## src/inc/type_range_pkg.sv

```systemverilog
`default_nettype none
package type_range_pkg;

    // ************************************************************
    // Widths and counts
    // ************************************************************
    localparam int PHYS_ADDR_WIDTH = 36;
    localparam int FIELD_LSB = 12;
    localparam int MASK_WIDTH = PHYS_ADDR_WIDTH - FIELD_LSB;
    localparam int REG_W = 64;
    localparam int TYPE_W = 8;
    localparam int NUM_FIXED = 11;
    localparam int NUM_VAR = 8;
    localparam int FIELDS_PER_REG = 8;
    localparam int INDEX_W = 6;

    // ************************************************************
    // Memory type encodings
    // ************************************************************
    localparam logic [7:0] TYPE_UNCACHED = 8'h00;
    localparam logic [7:0] TYPE_WRITE_COMBINE = 8'h01;
    localparam logic [7:0] TYPE_WRITE_THROUGH = 8'h04;
    localparam logic [7:0] TYPE_WRITE_PROTECT = 8'h05;
    localparam logic [7:0] TYPE_WRITE_BACK = 8'h06;

    // ************************************************************
    // Field positions and reserved-bit masks
    // ************************************************************
    localparam int FIXED_ON_BIT = 10;
    localparam int GLOBAL_EN_BIT = 11;
    localparam int VALID_BIT = 11;
    localparam logic [63:0] DEF_RSVD = 64'hffff_ffff_ffff_f300;
    localparam logic [63:0] BASE_RSVD = 64'hffff_fff0_0000_0f00;
    localparam logic [63:0] MASK_RSVD = 64'hffff_fff0_0000_07ff;
    localparam logic [63:0] RESET_VALUE = 64'h0000_0000_0000_0000;
    localparam logic [11:0] LOW_ZEROS = 12'h000;

    // ************************************************************
    // Register indices on the register port
    // ************************************************************
    localparam logic [5:0] IDX_DEF = 6'h00;
    localparam logic [5:0] IDX_FIX_FIRST = 6'h01;
    localparam logic [5:0] IDX_FIX_LAST = 6'h0b;
    localparam logic [5:0] IDX_VAR_FIRST = 6'h10;
    localparam logic [5:0] IDX_VAR_LAST = 6'h1f;

    // ************************************************************
    // Fixed-range address map
    // ************************************************************
    localparam logic [35:0] FIX64_END = 36'h0_0008_0000;
    localparam logic [35:0] FIX16_END = 36'h0_000c_0000;
    localparam logic [35:0] FIX_END = 36'h0_0010_0000;
    localparam int SUB64_LSB = 16;
    localparam int SUB16_LSB = 14;
    localparam int SUB4_LSB = 12;
    localparam logic [3:0] SLOT_64K = 4'h0;
    localparam logic [3:0] SLOT_16K = 4'h1;
    localparam logic [3:0] SLOT_4K = 4'h3;

    // ************************************************************
    // Carriers
    // ************************************************************
    typedef struct packed {
        logic wr;
        logic rd;
        logic [INDEX_W-1:0] index;
        logic [REG_W-1:0] data;
    } reg_req_t;

    typedef struct packed {
        logic rd_valid;
        logic [REG_W-1:0] rd_data;
        logic fault;
    } reg_rsp_t;

    typedef struct packed {
        logic valid;
        logic [PHYS_ADDR_WIDTH-1:0] addr;
    } lookup_req_t;

    typedef struct packed {
        logic valid;
        logic [TYPE_W-1:0] mem_type;
    } lookup_rsp_t;

    // ************************************************************
    // Helpers
    // ************************************************************
    function automatic logic legal_type(input logic [7:0] t);
        legal_type = (t == TYPE_UNCACHED) || (t == TYPE_WRITE_COMBINE)
            || (t == TYPE_WRITE_THROUGH) || (t == TYPE_WRITE_PROTECT)
            || (t == TYPE_WRITE_BACK);
    endfunction

    function automatic logic all_types_legal(input logic [63:0] v);
        logic ok;
        ok = 1'b1;
        for (int i = 0; i < FIELDS_PER_REG; i++) begin
            ok = ok & legal_type(v[i*TYPE_W +: TYPE_W]);
        end
        all_types_legal = ok;
    endfunction

endpackage
`default_nettype wire

```

## src/hw/var_range_match.sv

```systemverilog
`timescale 1ns/1ps
`default_nettype none
module var_range_match (
    // Address under lookup
    input wire logic [type_range_pkg::PHYS_ADDR_WIDTH-1:0] addr,
    // One register pair
    input wire logic [type_range_pkg::REG_W-1:0] base_reg,
    input wire logic [type_range_pkg::REG_W-1:0] mask_reg,
    // Match answer
    output logic hit,
    output logic [type_range_pkg::TYPE_W-1:0] range_type
);
    localparam int AW = type_range_pkg::PHYS_ADDR_WIDTH;
    localparam int LSB = type_range_pkg::FIELD_LSB;

    // Base and mask widened by twelve low zeros, so ranges sit on 4 KB
    wire logic [AW-1:0] ext_base = {base_reg[AW-1:LSB], type_range_pkg::LOW_ZEROS};
    wire logic [AW-1:0] ext_mask = {mask_reg[AW-1:LSB], type_range_pkg::LOW_ZEROS};

    // Masked compare; gaps in a mask simply fall through to the default
    assign hit = mask_reg[type_range_pkg::VALID_BIT]
        && ((addr & ext_mask) == (ext_base & ext_mask));
    assign range_type = base_reg[type_range_pkg::TYPE_W-1:0];
endmodule // var_range_match
`default_nettype wire

```

## src/hw/type_range_register_unit.sv

```systemverilog
`timescale 1ns/1ps
`default_nettype none
// Contract
// - Unmapped addresses return the default type field while globally enabled.
// - Default type accepts only 0,1,4,5,6; other writes fault, not stored.
// - Fixed-enable bit 10 switches all fixed-range registers on or off.
// - Fixed sub-range type wins over any variable range when enabled.
// - With fixed ranges off, variable ranges also cover the first megabyte.
// - Global enable bit 11 clear makes every address uncached.
// - Fixed-enable has no effect while the global enable is clear.
// - Enabled, addresses outside fixed and valid variable ranges take default type.
// - Nonzero writes to default bits 8, 9, 12..63 fault.
// - Eleven 64-bit fixed registers, each eight 8-bit type fields.
// - 0..7FFFF mapped by one register, one field per 64 KB.
// - 80000..BFFFF mapped by two registers, one field per 16 KB.
// - C0000..FFFFF mapped by eight registers, one field per 4 KB.
// - Eight variable ranges, each a base/type and mask register pair.
// - Matched variable range type comes from base register low byte.
// - Base gets twelve low zero bits, forcing 4 KB alignment.
// - Mask field is address width minus twelve, widened by low zeros.
// - Address matches when address AND mask equals base AND mask.
// - A pair matches only while its mask valid bit 11 is set.
// - Writes to reserved bits of base or mask registers fault.
// - Addresses a gapped mask leaves out get the default type.
// - 36-bit addresses: 24-bit mask, upper 28 mask bits reserved.
// - Types uncached 00, combine 01, through 04, protect 05, back 06; others fault.
// - Multiple hits: common type, else uncached if any, through for through/back.
// - Reset clears variable valid flags and the global enable.
module type_range_register_unit (
    // Clock and reset
    input wire logic ref_clk,
    input wire logic rst_n,
    // Register port
    input wire type_range_pkg::reg_req_t reg_req,
    output type_range_pkg::reg_rsp_t reg_rsp,
    // Memory type lookup
    input wire type_range_pkg::lookup_req_t lookup_req,
    output type_range_pkg::lookup_rsp_t lookup_rsp
);
    localparam int AW = type_range_pkg::PHYS_ADDR_WIDTH;
    localparam int TW = type_range_pkg::TYPE_W;
    localparam int RW = type_range_pkg::REG_W;
    localparam int NV = type_range_pkg::NUM_VAR;
    localparam int NF = type_range_pkg::NUM_FIXED;

    // ************************************************************
    // Register storage
    // ************************************************************
    logic [RW-1:0] default_type_control;
    logic [RW-1:0] fixed_types [NF];
    logic [RW-1:0] variable_range_base [NV];
    logic [RW-1:0] variable_range_mask [NV];

    // ************************************************************
    // Register write decode
    // ************************************************************
    wire logic [5:0] idx = reg_req.index;
    wire logic is_def = (idx == type_range_pkg::IDX_DEF);
    wire logic is_fix = (idx >= type_range_pkg::IDX_FIX_FIRST)
        && (idx <= type_range_pkg::IDX_FIX_LAST);
    wire logic is_var = (idx >= type_range_pkg::IDX_VAR_FIRST)
        && (idx <= type_range_pkg::IDX_VAR_LAST);
    wire logic mapped = is_def || is_fix || is_var;
    wire logic [5:0] fix_off = idx - type_range_pkg::IDX_FIX_FIRST;
    wire logic [3:0] fix_slot = fix_off[3:0];
    wire logic [2:0] var_slot = idx[3:1];
    wire logic var_is_mask = idx[0];
    wire logic [RW-1:0] wdata = reg_req.data;

    // Per-register write checks
    wire logic def_bad = !type_range_pkg::legal_type(wdata[TW-1:0])
        || ((wdata & type_range_pkg::DEF_RSVD) != '0);
    wire logic fix_bad = !type_range_pkg::all_types_legal(wdata);
    wire logic base_bad = !type_range_pkg::legal_type(wdata[TW-1:0])
        || ((wdata & type_range_pkg::BASE_RSVD) != '0);
    wire logic mask_bad = ((wdata & type_range_pkg::MASK_RSVD) != '0);
    wire logic var_bad = var_is_mask ? mask_bad : base_bad;
    wire logic wr_bad = is_def ? def_bad : is_fix ? fix_bad : is_var ? var_bad : 1'b1;
    wire logic wr_ok = reg_req.wr && !wr_bad;

    // Faulted writes are dropped whole, never partly stored
    always_ff @(posedge ref_clk) begin
        if (!rst_n) begin
            // Everything cleared, which covers valid flags and global enable
            default_type_control <= type_range_pkg::RESET_VALUE;
            for (int i = 0; i < NF; i++) begin
                fixed_types[i] <= type_range_pkg::RESET_VALUE;
            end
            for (int i = 0; i < NV; i++) begin
                variable_range_base[i] <= type_range_pkg::RESET_VALUE;
                variable_range_mask[i] <= type_range_pkg::RESET_VALUE;
            end
        end else if (wr_ok) begin
            if (is_def) begin
                default_type_control <= wdata;
            end
            if (is_fix) begin
                fixed_types[fix_slot] <= wdata;
            end
            if (is_var && !var_is_mask) begin
                variable_range_base[var_slot] <= wdata;
            end
            if (is_var && var_is_mask) begin
                variable_range_mask[var_slot] <= wdata;
            end
        end
    end

    // ************************************************************
    // Register read and fault answer
    // ************************************************************
    logic [RW-1:0] rd_sel;
    always_comb begin
        rd_sel = '0;
        if (is_def) begin
            rd_sel = default_type_control;
        end else if (is_fix) begin
            rd_sel = fixed_types[fix_slot];
        end else if (is_var && var_is_mask) begin
            rd_sel = variable_range_mask[var_slot];
        end else if (is_var) begin
            rd_sel = variable_range_base[var_slot];
        end
    end

    wire logic next_fault = (reg_req.wr && wr_bad) || (reg_req.rd && !mapped);
    logic rd_valid;
    logic [RW-1:0] rd_data;
    logic fault;

    // Read data and fault land one cycle after the request
    always_ff @(posedge ref_clk) begin
        if (!rst_n) begin
            rd_valid <= 1'b0;
            rd_data <= type_range_pkg::RESET_VALUE;
            fault <= 1'b0;
        end else begin
            rd_valid <= reg_req.rd;
            rd_data <= rd_sel;
            fault <= next_fault;
        end
    end
    assign reg_rsp = '{rd_valid: rd_valid, rd_data: rd_data, fault: fault};

    // ************************************************************
    // Fixed-range lookup
    // ************************************************************
    wire logic [AW-1:0] addr = lookup_req.addr;
    wire logic global_en = default_type_control[type_range_pkg::GLOBAL_EN_BIT];
    wire logic fixed_on = default_type_control[type_range_pkg::FIXED_ON_BIT];
    wire logic [TW-1:0] def_type = default_type_control[TW-1:0];
    wire logic in_first_mb = (addr < type_range_pkg::FIX_END);
    wire logic in_64k = (addr < type_range_pkg::FIX64_END);
    wire logic in_16k = !in_64k && (addr < type_range_pkg::FIX16_END);

    // Register and byte select; low byte always maps the lowest sub-range
    wire logic [3:0] slot_16k = type_range_pkg::SLOT_16K
        + {3'h0, addr[type_range_pkg::SUB16_LSB + 3]};
    wire logic [3:0] slot_4k = type_range_pkg::SLOT_4K
        + {1'h0, addr[type_range_pkg::SUB4_LSB + 3 +: 3]};
    wire logic [3:0] lk_slot = in_64k ? type_range_pkg::SLOT_64K
        : in_16k ? slot_16k : slot_4k;
    wire logic [2:0] lk_field = in_64k ? addr[type_range_pkg::SUB64_LSB +: 3]
        : in_16k ? addr[type_range_pkg::SUB16_LSB +: 3]
        : addr[type_range_pkg::SUB4_LSB +: 3];
    wire logic [RW-1:0] lk_reg = fixed_types[lk_slot];
    wire logic [TW-1:0] fixed_type = lk_reg[{lk_field, 3'h0} +: TW];
    wire logic fixed_hit = fixed_on && in_first_mb;

    // ************************************************************
    // Variable-range lookup
    // ************************************************************
    logic [NV-1:0] var_hit;
    logic [TW-1:0] var_type [NV];
    for (genvar g = 0; g < NV; g++) begin : g_var
        var_range_match u_match (
            .addr(addr),
            .base_reg(variable_range_base[g]),
            .mask_reg(variable_range_mask[g]),
            .hit(var_hit[g]),
            .range_type(var_type[g])
        );
    end

    // Overlap merge by AND/OR of hit types; undefined mixes fall to uncached
    logic [TW-1:0] and_t;
    logic [TW-1:0] or_t;
    logic [TW-1:0] merged_type;
    always_comb begin
        and_t = '1;
        or_t = '0;
        for (int i = 0; i < NV; i++) begin
            if (var_hit[i]) begin
                and_t = and_t & var_type[i];
                or_t = or_t | var_type[i];
            end
        end
        if (and_t == or_t) begin
            merged_type = and_t;
        end else if (and_t == type_range_pkg::TYPE_WRITE_THROUGH
            && or_t == type_range_pkg::TYPE_WRITE_BACK) begin
            merged_type = type_range_pkg::TYPE_WRITE_THROUGH;
        end else begin
            merged_type = type_range_pkg::TYPE_UNCACHED;
        end
    end
    wire logic var_any = |var_hit;

    // ************************************************************
    // Precedence and result
    // ************************************************************
    // Global off beats all; fixed beats variable; default is the fallback
    wire logic [TW-1:0] next_type = !global_en ? type_range_pkg::TYPE_UNCACHED
        : fixed_hit ? fixed_type
        : var_any ? merged_type
        : def_type;

    logic res_valid;
    logic [TW-1:0] res_type;
    // Fixed one-cycle latency; register writes never stall it
    always_ff @(posedge ref_clk) begin
        if (!rst_n) begin
            res_valid <= 1'b0;
            res_type <= type_range_pkg::TYPE_UNCACHED;
        end else begin
            res_valid <= lookup_req.valid;
            res_type <= next_type;
        end
    end
    assign lookup_rsp = '{valid: res_valid, mem_type: res_type};
endmodule // type_range_register_unit
`default_nettype wire

```

## config.mk

```make
export PLATFORM = sky130hd
export DESIGN_NAME = type_range_register_unit
export DESIGN_NICKNAME = d
export VERILOG_FILES = /design/src/inc/type_range_pkg.sv /design/src/hw/var_range_match.sv /design/src/hw/type_range_register_unit.sv
export SDC_FILE = /design/constraint.sdc
export NUM_CORES = 2
export LEC_CHECK = 0
export BUFFER_PORTS_ARGS = -buffer_cell sky130_fd_sc_hd__buf_2
export CORE_MARGIN = 3
export CORE_UTILIZATION = 25
export DETAILED_ROUTE_END_ITERATION = 6
export PLACE_DENSITY = 0.49
export RECOVER_POWER = 50
export SLEW_MARGIN = 20
export SYNTH_ARGS = -nofsm -noshare
export SYNTH_HDL_FRONTEND = slang
export SYNTH_SLANG_ARGS = --single-unit
```

## constraint.sdc

```tcl
create_clock -name ref_clk -period 30.6 [get_ports ref_clk]
set_clock_uncertainty 0.1 [all_clocks]
set_input_delay 4.59 -clock ref_clk [delete_from_list [all_inputs] [get_ports ref_clk]]
set_output_delay 4.59 -clock ref_clk [all_outputs]
set_load 0.01 [all_outputs]
```

After elaboration in Yosys (flattened, before gate mapping):

Memory sizes are Yosys's and may differ from the RTL's.
Index checks and enable logic that the tools add are counted.

* input port bits: 111
* logic and storage cells: 233
* bits in writable memories: 1728
* memories kept: 3
* ROM bits: 0
* register bits after elaboration: 139
* bits in latches: 0
* output and inout port bits: 75

Memories
* fixed_types: depth 11, width 64, read ports 2, clocked after memory_dff 0, write ports 11, line type_range_register_unit.sv:50 `logic [RW-1:0] fixed_types [NF];`
* variable_range_base: depth 8, width 64, read ports 9, clocked after memory_dff 0, write ports 8, line type_range_register_unit.sv:51 `logic [RW-1:0] variable_range_base [NV];`
* variable_range_mask: depth 8, width 64, read ports 9, clocked after memory_dff 0, write ports 8, line type_range_register_unit.sv:52 `logic [RW-1:0] variable_range_mask [NV];`

* shifts and indexed selects: 1
* div/mod/pow operators: 0
* equal/unequal tests: 43
* bitwise operators: 37
* reduce and logical (&&, ||, !) cells: 79
* $mul: 0
* $add $sub $neg: 3
* order comparisons: 7
* muxes and demuxes: 54

Operator list (count)
* bitwise AND 36 bit: 16
* two-way mux 64 bit: 7
* equality test 36 bit: 8
* equality test 8 x 3 -> 1 bit, second input constant: 26
* nonzero test 64 bit: 3
* OR reduction 64 bit: 3
* two-way mux 8 bit: 19
* less-than comparator 36 x 20 -> 1 bit, second input constant: 2
* equality test 8 x 1 -> 1 bit, second input constant: 8
* zero test 8 bit: 8
* variable part select 64 x 7 -> 8 bit: 1
* bitwise AND 8 bit: 7
* bitwise OR 8 bit: 7
* logical OR 1 bit: 37
* less-than comparator 36 x 21 -> 1 bit, second input constant: 1
* two-way mux 1 bit: 20
* logical AND 1 bit: 18
* two-way mux 3 bit: 5
* two-way mux 4 bit: 3
* equality test 8 bit: 1
* OR reduction 8 bit: 1
* bitwise AND 1 bit: 7
* >= comparator 6 x 1 -> 1 bit, second input constant: 1
* >= comparator 6 x 5 -> 1 bit, second input constant: 1
* other kinds (8): 14

Depth between registers and ports, before layout:

An unclocked memory read counts as a cell.

* depth after elaboration: 25
* depth in mapped cells: 20
* mapped depth without buffers: 13

Modules after synthesis:

Synthesis repeated with hierarchy kept, for this count alone.

* cells, all modules: 7202
* area, all modules: 98186.7 um^2

By module, submodules not included
* type_range_register_unit: area each 94953.6 um^2, instances 1, cells an instance 6818, seq. area each 63641.0 um^2
* var_range_match: area each 404.1 um^2, instances 8, cells an instance 48, seq. area each 0.0 um^2

Least setup slack after synthesis:

OpenSTA, ideal clock, no wires.

* path kind: in2reg
* from: in reg_req[64] (netlist name)
* to: mem fixed_types[13][0] (netlist name) (enable)
* data required time: 29.833 ns
* stages: 12
* data arrival time: 14.702 ns
* path slack: 15.130 ns
* buffers on the path: 9
* setup time: 0.667 ns
* path through: clkbuf_1 -> clkbuf_1 -> buf_1 -> clkbuf_1 -> inv_1 -> ha_1 -> clkbuf_1 -> buf_1 -> clkbuf_1 -> buf_1 -> clkbuf_1 -> nor4b_1

RTL lines
* start: declaration: line type_range_register_unit.sv:34 `input wire type_range_pkg::reg_req_t reg_req,`
* end: declaration: line type_range_register_unit.sv:50

==> results_dict.tcl <==
set metrics [dict create \
    status "finished, violations left" \
    violations "max-capacitance violations, max-slew violations" \
    drive_above_1_share_pct 11.0 \
    grt_overflow 0 \
    drtPass1Iterations 6 \
    p_comb_share_pct 11.5 \
    sequentialPowerShare_pct 48.9 \
    critical_path_buf_inv_count 5 \
    avgSynthCellArea_um2 13.4 \
    synthCells 7425 \
    synth_common_cells "1984 x edfxtp_1, 1082 x nand2_1, 553 x a22oi_1" \
    path_class "input pin to flop" \
    initial_core_util_pct 25.2 \
    vias_per_cell 5.15 \
    synth_cell_types 79 \
    yosys_warnings 0 \
    r2r_start "variable_range_base[4][12]$_SDFFCE_PN0P_" \
    slew_headroom_pct -460 \
    cts_sinks 2187 \
    synth_top_area_share_pct 60.0 \
    die-area_um2 405000 \
    cts_made_buffers 238 \
    h-tree-depth 4 \
    post-route-min-period_ns 18.44 \
    crit_start "reg_req[65]" \
    drt-initial-drc-count 9288 \
    num_vias 72200 \
    p_sw_share_pct 26.2 \
    clk_latency_ns 0.93 \
    drc 0 \
    grt_max_degree 140 \
    drv_cap 49 \
    multi_input_area_um2 37500 \
    tritoncts "built" \
    cp_slowest_cell "clkbuf_1" \
    netlist.top_cell.by_area "edfxtp_1" \
    rsz0062_at_grt "no" \
    grt_pass1_wl_um 570000 \
    hold_viol 0 \
    grt_pass1_vias 71000 \
    wl_per_cell_um 29.5 \
    setup_tns_ns 0 \
    endpoint "fixed_types[3][22]$_SDFFCE_PN0P_" \
    finalNonFillerCells 14000 \
    worst_pin_slew_ns 8.40 \
    crit_family "buffers and inverters" \
    yosysSeqAreaShare_pct 64.1 \
    power_switching_mw 1.89 \
    leakagePower_nw 42.5 \
    wirelength_um 414000 \
    nFillCells 39600 \
    cts_resized 0 \
    rows 230 \
    cts-root-buf "clkbuf_16" \
    holdBufCountCts 0 \
    synth-edff-count 1984 \
    core_area_um2 394000 \
    layout.area.seq_um2 63600 \
    die_h_um 636 \
    cts_setup_buffers 0 \
    synth-async-reset-ratio_pct 0 \
    grt_usage_pct 19.7 \
    cts_buffer_depth 4 \
    synth.area.top_cells "edfxtp_1 60%, mux4_2 7.3%, a22oi_1 4.2%" \
    fmax_ghz 0.0542 \
    reg2reg_setup_slack_ns 23.77 \
    die_width_um 636 \
    endpoint_kind "flop" \
    path_clk_slew_ns 0.06 \
    dp_hpwl_um 253000 \
    yosysMostFrequentCell "edfxtp_1" \
    cp.depth 9 \
    antenna_found_initial 61 \
    cp_cell_sequence "clkbuf_1 > clkinv_1 > ha_1 > clkbuf_1 > nor2b_1 > nand2_1 > clkbuf_1 > nand2_1 > buf_4" \
    numPortBuffers 173 \
    max_stage_delay_ns 5.89 \
    syn2layout_area_growth_pct 18.6 \
    placed_cells 13600 \
    power_density_nw_per_um2 61.1 \
    final_nets 8693 \
    synth_area_um2 99300 \
    crit_arrival_ns 18.89 \
    required_ns 31.05 \
    synthFlopType "edfxtp_1" \
    fin_crit_sh_pct 60.2 \
    maxSlewViolCount 1738 \
    synth_seq_cells 2187 \
    gp_congestion 0.942 \
    cp_common_cell "clkbuf_1" \
    start_kind "input pin" \
    hold_path_class "flop to flop" \
    r2r.worst_path.cells 11 \
    p_int_mw 5.30 \
    cp_max_fo 107 \
    peakVddDrop_mv 0.0526 \
    num_io_pins 186 \
    reg2reg_to "res_type[1]$_SDFF_PN0_" \
    ant_nets 0 \
    finalSetupViolCount 0 \
    pwr-share-clk_pct 39.6 \
]
cell type report:
type	instances	area share (%)
timing repair buffer	361	1.92
inverter	43	0.137
clock inverter	92	0.652
antenna	27	0.0574
clock buffer	349	5.82
tap	5220	5.55
sequential	2187	54.0
multi-input combinational	5748	31.8
worst min-delay path by stage:
stage	from	to	slack [ns]	cells past startpoint
6_report	default_type_control[15]$_SDFFE_PN0P_	default_type_control[15]$_SDFFE_PN0P_	0.36	1
2_1_floorplan	default_type_control[12]$_SDFFE_PN0P_	default_type_control[12]$_SDFFE_PN0P_	0.32	1
3_5_place_dp	default_type_control[47]$_SDFFE_PN0P_	default_type_control[47]$_SDFFE_PN0P_	0.34	1
3_3_place_gp	default_type_control[12]$_SDFFE_PN0P_	default_type_control[12]$_SDFFE_PN0P_	0.34	1
5_1_grt	default_type_control[35]$_SDFFE_PN0P_	default_type_control[35]$_SDFFE_PN0P_	0.37	1
4_1_cts	default_type_control[41]$_SDFFE_PN0P_	default_type_control[41]$_SDFFE_PN0P_	0.36	1
flip-flops by register name (all words and copies together), names as in the netlist:
register,cells
fixed_types,1024
res_valid,1
variable_range_base,512
fault,1
res_type,8
default_type_control,64
rd_data,64
variable_range_mask,512
rd_valid,1
power groups by stage:
stage                     combinational, mW  sequential, mW  clock (mW)
after floorplan                       0.432            3.55           0
after global placement                0.805            3.57           0
after detailed placement              0.803            3.58           0
after CTS                             0.806            3.51        2.89
after global routing                  0.862            3.53        3.01
final                                 0.824            3.52        2.85
worst reg2reg max path, cell delays in order (launching register included):
cell and delay, ns:
edfxtp_1 0.41, xor2_1 0.18, a22oi_1 0.59, nand4_1 0.90, nor2_1 1.20, a2111oi_0 0.35, and3_1 0.30, xnor2_1 0.32
o2111ai_1 0.26, nor3_2 0.99, a221oi_1 0.42, a31oi_1 0.59
layout by cell type (no fill, tap or decap), drive strengths merged, types with 27 or more instances in the layout:
cell	n
and2	68
mux2i	96
a211oi	33
nor2	260
a311oi	34
nand4	107
a21oi	41
diode	27
conb	1198
a22oi	553
clkbuf	461
o22ai	33
o21ai	53
xor2	195
a41oi	33
nand2	1082
a31oi	145
dfxtp	203
a221oi	103
a32oi	60
and3	508
nor4	96
o211a	63
inv	42
mux4	322
edfxtp	1984
a22o	57
clkinv	79
nand2b	32
buf	249
nand3	357
nor3	57
routing by layer:
metal	vias to the layer above	GRT usage, %	share of wire (%)
li1	30300	-	-
met1	37100	26.2	40
met2	3913	31.2	46
met3	839	4.55	9.6
met4	26	7.62	4.4
met5	-	0	0.041
logic make-up (layout without fill, tap and decap cells):
logic type | Yosys count | count (layout) | synth area share [%]
buffers and inverters | 687 | 845 | 2.95
multiplexers | 418 | 418 | 8.27
other | 1 | 1225 | 0.00378
flip-flops | 2187 | 2187 | 64.1
adder cells (fa/ha/maj) | 3 | 3 | 0.0378
AND/OR/NAND/NOR | 2618 | 2618 | 12.8
XOR/XNOR | 201 | 201 | 1.77
AO/OA/AOI/OAI | 1310 | 1310 | 10.1
through the flow:
step | utilization [%] | instance area, µm² | total power, mW | worst slack [ns] | hold WS, ns
2_1_floorplan | - | 104000 | 3.98 | 15.13 | 0.324
3_3_place_gp | 28.1 | 111000 | 4.37 | 19.36 | 0.339
3_5_place_dp | 28.1 | 111000 | 4.38 | 19.42 | 0.344
4_1_cts | 30.0 | 118000 | 7.21 | 20.35 | 0.363
5_1_grt | 29.9 | 118000 | 7.40 | 11.79 | 0.373
6_report | 29.9 | 118000 | 7.19 | 12.16 | 0.357
No activity file was read; power rests on OpenSTA's default activity.
